File: src/logic/pstc_pkg.sv
// package of register map, field positions and reset values for the status/terminal-control bank
package pstc_pkg;
  // memory map addresses
  localparam logic [3:0] ADDR_VWIPER0 = 4'h0;
  localparam logic [3:0] ADDR_VWIPER1 = 4'h1;
  localparam logic [3:0] ADDR_NVWIPER0 = 4'h2;
  localparam logic [3:0] ADDR_NVWIPER1 = 4'h3;
  localparam logic [3:0] ADDR_TERM_CTRL = 4'h4;
  localparam logic [3:0] ADDR_STATUS = 4'h5;
  localparam int REG_W = 9;
  // status field positions
  localparam int ST_WP_BIT = 0;
  localparam int ST_NET0_LOCK_BIT = 1;
  localparam int ST_NET1_LOCK_BIT = 2;
  localparam int ST_NV_ACTIVE_BIT = 3;
  localparam logic [4:0] ST_RESERVED_ONES = 5'h1F;
  // terminal control field positions within one network nibble
  localparam int TC_B_BIT = 0;
  localparam int TC_W_BIT = 1;
  localparam int TC_A_BIT = 2;
  localparam int TC_SHDN_REL_BIT = 3;
  localparam int TC_NET_W = 4;
  localparam int TC_GC_BIT = 8;
  localparam logic [8:0] TC_RESET = 9'h1FF;
endpackage : pstc_pkg

File: src/logic/pstc_top.sv
// status and terminal-control register bank of a digital potentiometer
`timescale 1ns/1ns
// Contract
// status nine bits, top ones, write-active bit
// during nv write only volatile addresses
// net1 lock blocks wiper1 and its controls
// net0 lock blocks wiper0 and its controls
// lock bits mirror nv lock, reload
// lock and protect bits not register-writable
// protect bit is pin OR nv bit
// protection rejects all non-volatile writes
// protection never blocks volatile writes
// nine-bit terminal control layout
// control applies after command completes
// reset loads all ones
// host rewrites control after device reset
// general call accepted only when enabled
// cleared release bit forces shutdown
// connect bits switch their terminals
// control changes leave wipers alone
// 7/8-bit resolution, one or two networks
// shutdown ignores but keeps connect bits
// shutdown opens A, ties W to B
// status writes change nothing
module pstc_top #(
  parameter int WIPER_BITS = 8,
  parameter int NUM_NETS = 2
) (
  input wire logic CLOCK,
  input wire logic RST_B,
  input wire logic [3:0] CMD_ADDR,
  input wire logic CMD_WRITE,
  input wire logic [8:0] CMD_WDATA,
  input wire logic CMD_DONE,
  input wire logic NV_WRITE_BUSY,
  input wire logic NV_LOCK0,
  input wire logic NV_LOCK1,
  input wire logic NV_PROTECT,
  input wire logic WP_PIN,
  input wire logic GC_SEEN,
  output logic CMD_ALLOWED,
  output logic CMD_WRITE_OK,
  output logic [8:0] RDATA,
  output logic GC_ACCEPT,
  output logic [1:0] TERM_A_ON,
  output logic [1:0] TERM_W_ON,
  output logic [1:0] TERM_B_ON,
  output logic [1:0] W_TO_B,
  output logic WIPER_RES_8BIT
);
  // elaboration check on configuration
  if (!(WIPER_BITS == 7 || WIPER_BITS == 8) || !(NUM_NETS == 1 || NUM_NETS == 2))
  begin : g_bad_cfg
    $error("unsupported wiper width or network count");
  end

  typedef struct packed {
    logic [8:0] tc_shadow; // written value awaiting command end
    logic pend;
    logic [8:0] tc_live;   // value driving the switches
    logic [3:0] status;
    logic [8:0] rdata;
  } pstc_state_s;

  pstc_state_s st_q;
  pstc_state_s st_d;
  logic allowed;
  logic write_ok;
  logic lock0;
  logic lock1;
  logic protect;
  logic [8:0] tc_mask;
  logic [8:0] tc_view;

  // single-network builds hold net 1 permanently locked
  assign lock0 = st_q.status[pstc_pkg::ST_NET0_LOCK_BIT];
  assign lock1 = st_q.status[pstc_pkg::ST_NET1_LOCK_BIT] || (NUM_NETS == 1);
  assign protect = st_q.status[pstc_pkg::ST_WP_BIT];

  pstc_access u_access (
    .addr(CMD_ADDR),
    .nv_write_active(st_q.status[pstc_pkg::ST_NV_ACTIVE_BIT]),
    .net0_lock(lock0),
    .net1_lock(lock1),
    .protect(protect),
    .allowed(allowed),
    .write_ok(write_ok)
  );

  // locked nibbles are masked out of terminal-control writes
  always_comb
  begin
    tc_mask = 9'h1FF;
    if (lock0)
      tc_mask[pstc_pkg::TC_NET_W-1:0] = 4'h0;
    if (lock1)
      tc_mask[2*pstc_pkg::TC_NET_W-1:pstc_pkg::TC_NET_W] = 4'h0;
  end

  // next-state logic
  always_comb
  begin
    st_d = st_q;
    // status mirrors system state only; no write path reaches it
    st_d.status[pstc_pkg::ST_NV_ACTIVE_BIT] = NV_WRITE_BUSY;
    st_d.status[pstc_pkg::ST_NET1_LOCK_BIT] = NV_LOCK1;
    st_d.status[pstc_pkg::ST_NET0_LOCK_BIT] = NV_LOCK0;
    st_d.status[pstc_pkg::ST_WP_BIT] = WP_PIN | NV_PROTECT;
    // switches follow only once the command has finished
    if (CMD_DONE && st_q.pend)
    begin
      st_d.tc_live = st_q.tc_shadow;
      st_d.pend = 1'b0;
    end
    // a write in the same cycle as the command end stays pending; the set wins
    if (CMD_WRITE && allowed && CMD_ADDR == pstc_pkg::ADDR_TERM_CTRL)
    begin
      st_d.tc_shadow = (CMD_WDATA & tc_mask) | (st_q.tc_shadow & ~tc_mask);
      st_d.pend = 1'b1;
    end
    // read data registered; control reads see the written shadow value, pending or committed
    unique case (CMD_ADDR)
      pstc_pkg::ADDR_TERM_CTRL: st_d.rdata = st_q.tc_shadow;
      pstc_pkg::ADDR_STATUS: st_d.rdata = {pstc_pkg::ST_RESERVED_ONES, st_q.status};
      default: st_d.rdata = 9'h000;
    endcase
  end

  // state register; status resets with write-active clear and locks open
  always_ff @(posedge CLOCK or negedge RST_B)
  begin
    if (!RST_B)
    begin
      st_q.tc_shadow <= pstc_pkg::TC_RESET;
      st_q.tc_live <= pstc_pkg::TC_RESET;
      st_q.pend <= 1'b0;
      st_q.status <= 4'h0;
      st_q.rdata <= 9'h000;
    end
    else
      st_q <= st_d;
  end

  assign CMD_ALLOWED = allowed;
  assign CMD_WRITE_OK = write_ok && !(CMD_ADDR == pstc_pkg::ADDR_TERM_CTRL && lock0 && lock1);
  assign RDATA = st_q.rdata;
  assign GC_ACCEPT = GC_SEEN && st_q.tc_live[pstc_pkg::TC_GC_BIT];
  assign WIPER_RES_8BIT = (WIPER_BITS == 8);
  // wiper registers live elsewhere and are never driven from here
  assign tc_view = st_q.tc_live;

  // one switch decoder per network slot; both slots are built whatever NUM_NETS
  for (genvar n = 0; n < 2; n++)
  begin : g_net
    logic a;
    logic w;
    logic b;
    logic s;
    pstc_net_switch u_sw (
      .ctrl(tc_view[n*pstc_pkg::TC_NET_W +: pstc_pkg::TC_NET_W]),
      .a_on(a),
      .w_on(w),
      .b_on(b),
      .w_to_b(s)
    );
    assign TERM_A_ON[n] = a && (n < NUM_NETS);
    assign TERM_W_ON[n] = w && (n < NUM_NETS);
    assign TERM_B_ON[n] = b && (n < NUM_NETS);
    assign W_TO_B[n] = s && (n < NUM_NETS);
  end
endmodule : pstc_top

File: src/logic/pstc_access.sv
// access gate: decides whether a serial command may act on a location
`timescale 1ns/1ns
module pstc_access (
  input wire logic [3:0] addr,
  input wire logic nv_write_active,
  input wire logic net0_lock,
  input wire logic net1_lock,
  input wire logic protect,
  output logic allowed,
  output logic write_ok
);
  logic volatile_loc;
  // volatile locations stay reachable during a non-volatile write cycle
  always_comb
  begin
    volatile_loc = (addr == pstc_pkg::ADDR_VWIPER0) || (addr == pstc_pkg::ADDR_VWIPER1)
      || (addr == pstc_pkg::ADDR_TERM_CTRL) || (addr == pstc_pkg::ADDR_STATUS);
    allowed = volatile_loc || !nv_write_active;
    write_ok = allowed;
    // wiper locks cover volatile and non-volatile copies
    if ((addr == pstc_pkg::ADDR_VWIPER0) || (addr == pstc_pkg::ADDR_NVWIPER0))
      write_ok = allowed && !net0_lock;
    if ((addr == pstc_pkg::ADDR_VWIPER1) || (addr == pstc_pkg::ADDR_NVWIPER1))
      write_ok = allowed && !net1_lock;
    // protection only touches non-volatile space, never volatile registers
    if (!volatile_loc && protect)
      write_ok = 1'b0;
    if (addr == pstc_pkg::ADDR_STATUS)
      write_ok = 1'b0;
  end
endmodule : pstc_access

File: src/logic/pstc_net_switch.sv
// per-network terminal switch decode with forced shutdown
`timescale 1ns/1ns
module pstc_net_switch (
  input wire logic [3:0] ctrl,
  output logic a_on,
  output logic w_on,
  output logic b_on,
  output logic w_to_b
);
  // shutdown overrides the connect bits without touching them
  always_comb
  begin
    if (!ctrl[pstc_pkg::TC_SHDN_REL_BIT])
    begin
      a_on = 1'b0;
      w_on = 1'b0;
      b_on = 1'b0;
      w_to_b = 1'b1;
    end
    else
    begin
      a_on = ctrl[pstc_pkg::TC_A_BIT];
      w_on = ctrl[pstc_pkg::TC_W_BIT];
      b_on = ctrl[pstc_pkg::TC_B_BIT];
      w_to_b = 1'b0;
    end
  end
endmodule : pstc_net_switch

File: config.mk
export PLATFORM = sky130hd
export DESIGN_NAME = pstc_top
export DESIGN_NICKNAME = d
export VERILOG_FILES = /design/src/logic/pstc_pkg.sv /design/src/logic/pstc_top.sv /design/src/logic/pstc_access.sv /design/src/logic/pstc_net_switch.sv
export SDC_FILE = /design/constraint.sdc
export NUM_CORES = 1
export LEC_CHECK = 0
export BUFFER_PORTS_ARGS = -buffer_cell sky130_fd_sc_hd__buf_4
export CAP_MARGIN = 20
export CORE_MARGIN = 2
export CORE_UTILIZATION = 50
export DETAILED_ROUTE_END_ITERATION = 10
export PLACE_DENSITY = 0.85
export SYNTH_ARGS = -nofsm -noshare
export SYNTH_HDL_FRONTEND = slang
export SYNTH_SLANG_ARGS = --single-unit
File: constraint.sdc
create_clock -name CLOCK -period 1.8 [get_ports CLOCK]
set_input_delay 0.18 -clock CLOCK [delete_from_list [all_inputs] [get_ports CLOCK]]
set_output_delay 0.18 -clock CLOCK [all_outputs]
set_load 0.02 [all_outputs]
Yosys cells after proc, flatten, opt, wreduce, memory -nomap -nowiden

Index checks and enable logic that the tools add are counted.

Register bits: 32
Word-level logic and storage cells: 55

Eq/ne operators: 5
Bitwise gates (word level): 5
Mux-type cells: 17
Reductions and logical operators: 23

Operators with widths:

| operator                                                               | number |
|---|---|
| 9-bit bitwise AND                                                      | 2 |
| 9-bit one-hot mux with 2 select lines                                  | 1 |
| 1-bit 2-to-1 mux                                                       | 13 |
| 1-bit logical AND                                                      | 10 |
| 10-bit 2-to-1 mux                                                      | 1 |
| 9-bit inverter                                                         | 1 |
| 9-bit OR                                                               | 1 |
| 4-bit by 2-bit equality test with 1-bit output (second input constant) | 2 |
| 4-bit by 3-bit equality test with 1-bit output (second input constant) | 2 |
| 4-bit 2-to-1 mux                                                       | 2 |
| 1-bit logical OR                                                       | 6 |
| 1-bit zero test                                                        | 5 |
| 4-bit by 1-bit equality test with 1-bit output (second input constant) | 1 |
| 4-bit zero test                                                        | 1 |
| 2-bit nonzero test                                                     | 1 |
| 1-bit OR                                                               | 1 |

Logic depth before layout (Yosys ltp)

Depth after elaboration: 11
Mapped depth: 4
Gate-level depth less buffers: 3

Modules after synthesis

Synthesis repeated with hierarchy kept, for this count alone.

Cell total of the unflattened synthesis: 110
Area total of the unflattened synthesis: 1448.9 um2

By module, submodules not included:

| module          | sequential area each (um2) | cells each | times used | area each (um2) |
|---|---|---|---|---|
| pstc_top        | 823.3                      | 94         | 1          | 1356.3 |
| pstc_access     | 0.0                        | 8          | 1          | 47.5 |
| pstc_net_switch | 0.0                        | 4          | 2          | 22.5 |

Worst setup path before layout

Ideal clock, no wire load.

Path type: reg-to-reg
Start point: register st_q, in the netlist lock1
End point: register (tool-made name)
Period minus slack after synthesis: 1392 ps
Arrival: 1310 ps
Slack: 408 ps
Path buffers: 1
Cell stages (with the launch flop): 4
Path through: dfrtp_1 or4_1 buf_2 mux2_4

RTL lines:

| item                   | RTL line        | RTL |
|---|---|---|
| from (decl)            | pstc_top.sv:65  | `pstc_state_s st_q;` |
| from (signal assigned) | pstc_top.sv:141 | `st_q <= st_d;` |

==> flow_metrics.env <==
export IMPL_status="finished, final reports clean"
export IMPL_drive_above_1_share_pct=57.0
export IMPL_final_hold_viol_count=0
export IMPL_drt_drc_violations_left=0
export IMPL_p_int_uw=1270
export IMPL_clock_latency_ns=0.33
export IMPL_fin_crit_sh_pct=83.2
export IMPL_crit_arrival_ns=1.76
export IMPL_cts_buffers=5
export IMPL_slowest_delay_ns=0.69
export IMPL_path_cells="or4_1, mux2_4"
export IMPL_min_path_type="primary input to register"
export IMPL_synth_async_reset_ratio_pct=100
export IMPL_via_count=909
export IMPL_gr_total_overflow=0
export IMPL_setup_viol=0
export IMPL_seq_area_frac_synth_pct=56.9
export IMPL_drt_vias_per_instance=5.05
export IMPL_synth_area_leaders="dfstp_2 33%, dfrtp_1 24%, buf_4 9.3%, mux2_4 8.3%, mux2_2 7.8%"
export IMPL_crit_type="register to register"
export IMPL_dp_slack_ns=0.256
export IMPL_gp_congestion=0.864
export IMPL_net_switching_power_uw=430
export IMPL_synth_fa_ha_area_share_pct=0
export IMPL_muxShareOfSynthArea_pct=18.8
export IMPL_synthesis_nets=139
export IMPL_clockBufferDepth=2
export IMPL_clock_sinks=32
export IMPL_yosys_warnings=0
export IMPL_placed_area_um2=1650
export IMPL_post_drt_wl_per_cell_um=14.2
export IMPL_area_growth_pct=21.0
export IMPL_cellLeakagePower_uw=0.000861
export IMPL_port_buffers=42
export IMPL_io_pin_count=44
export IMPL_start_util_pct=52.5
export IMPL_skew_ns=0.00501
export IMPL_row_count=19
export IMPL_synth_cells=116
export IMPL_first_pass_iters=4
export IMPL_antenna_found_initial=0
export IMPL_synth_area_per_cell_um2=12.5
export IMPL_drv_cap=0
export IMPL_synth_edf_count=0
export IMPL_stdcell_count=180
export IMPL_critPathLaunchType="register"
export IMPL_drv_slew=0
export IMPL_die_width_um=57.8
export IMPL_fin_total_pwr_uw=1700
export IMPL_fin_ws_ns=0.303
export IMPL_synth_common_cells="18 x buf_4, 18 x dfstp_2, 17 x nor2_1"
export IMPL_fin_nets=171
export IMPL_synth_top_family_by_area="multiplexers"
export IMPL_first_iter_violations=11
export IMPL_postLayoutCellArea_um2=1750
export IMPL_path_clk_slew_ns=0.09
export IMPL_track_usage_pct=17.7
export IMPL_cts_setup_buffers=0
export IMPL_dieArea_um2=3340
export IMPL_ys_types=20
export IMPL_irDropWorstVdd_mv=0.841
export IMPL_powerDensity_nw_per_um2=972
export IMPL_cts_tree="done"
export IMPL_rsz0062_at_grt="no"
export IMPL_swShare_pct=25.2
export IMPL_power_frac_seq_pct=56.4
export IMPL_die_y_um=57.8
export IMPL_crit_fanout=4
export IMPL_synth_compound_area_share_pct=1.73
export IMPL_clkPwrFrac_pct=24.1
export IMPL_grt_pass1_wl_um=4300
export IMPL_core_area_um2=2760
export IMPL_htree_num_levels=2
export IMPL_hpwl_um=1990
export IMPL_crit_required_ns=2.06
export IMPL_comb_power_share_pct=19.5
export IMPL_fmax_ghz=0.668
export IMPL_synth_xor_area_share_pct=0.605
export IMPL_grt_max_degree=33
export IMPL_tns_ns=0
export IMPL_finalWirelength_um=2560
export IMPL_min_period_ns=1.50
export IMPL_cts_root_buffer="clkbuf_4"
export IMPL_endpoint_kind="register"
export IMPL_drtAntennaViolNets=0
export IMPL_synth_area_um2=1450
export IMPL_synth_simple_area_share_pct=10.6
export IMPL_dp_cells=168
export IMPL_grt_pass1_vias=940
export IMPL_synth_top_area_cell="dfstp_2"
export IMPL_synth_main_ff_cell="dfstp_2"
export IMPL_ys_ff_latch=32
export IMPL_slowest_stage="or4_1"
export IMPL_synth_top_area_share_pct=32.7
export IMPL_diodes=0
-- stage by stage --
stage / hold WS [ns] / utilization (%)
6_report: 0.0311 / 63.5
4_1_cts: 0.0205 / 63.5
5_1_grt: 0.0196 / 63.5
3_3_place_gp: 0.120 / 59.9
3_5_place_dp: 0.131 / 59.9
2_1_floorplan: -0.116 / -
-- cells by family after synthesis --
kind of cell / after synthesis
flops: 32
simple gates: 32
buf+inv: 24
mux: 22
compound gates: 4
xor+xnor: 1
other cells: 1
-- cell type report --
type,instances,area (um2)
Fill cell,211,1010
Sequential cell,32,823
Multi-Input combinational cell,60,464
Timing Repair Buffer,46,355
Clock buffer,8,58.8
Tap cell,31,38.8
Inverter,3,11.3
-- cell usage in the layout (no fill, tap or decap) --
master / count
and2_1: 7
or3_1: 1
o21ai_0: 3
xnor2_1: 1
dfrtp_1: 14
clkbuf_8: 1
o32a_1: 1
or2_2: 1
dfstp_2: 18
mux2_2: 10
or4_1: 2
mux2_4: 8
dlygate4sd3_1: 4
nand2_1: 3
inv_1: 3
nor2_1: 17
conb_1: 1
nand3b_1: 1
clkbuf_1: 2
buf_4: 42
mux2i_1: 4
clkbuf_4: 5
-- critical path: cells and delay by family, from the launching register on --
family	cells	cell delay, ns
DFF	1	0.39
muxes	1	0.35
and+or+nand+nor	1	0.69
-- timing repair --
action / in CTS / in global routing
hold buffers: 4 / 0
resized for setup: 0 / 0
endpoints found under the hold margin: 17 / 0
-- layer usage --
metal	vias to the layer above	GRT usage [%]	routed length [um]
met5	-	0	0
met4	0	6.98	32
met3	5	8.04	258
met2	42	28.4	1270
met1	435	20.9	998
li1	427	-	-
-- power groups by stage --
stage | combinational, uW | sequential [uW] | clock [uW]
2_1_floorplan | 243 | 941 | 0
3_3_place_gp | 317 | 963 | 0
3_5_place_dp | 329 | 975 | 0
4_1_cts | 337 | 963 | 428
5_1_grt | 358 | 977 | 463
6_report | 332 | 960 | 411
-- path summary, 6_finish.rpt --
| kind | cells after the start | from | to | slack [ns] |
|---|---|---|---|---|
| setup / recovery | 2 | lock0$_DFF_PN0_ | register | 0.30 |
| hold / removal | 2 | CMD_DONE | st_q[22]$_DFFE_PN0P_ | 0.03 |
| setup reg to reg | 2 | lock0$_DFF_PN0_ | register | 0.30 |
| hold reg to reg | 2 | st_q[22]$_DFFE_PN0P_ | st_q[22]$_DFFE_PN0P_ | 0.55 |
| max in group asynchronous | 2 | RST_B | tc_view[6]$_DFFE_PN1P_ | 1.17 |
| min in group asynchronous | 2 | RST_B | RDATA[1]$_DFF_PN0_ | 0.31 |
Note: power is estimated with default switching activity, not from simulation.
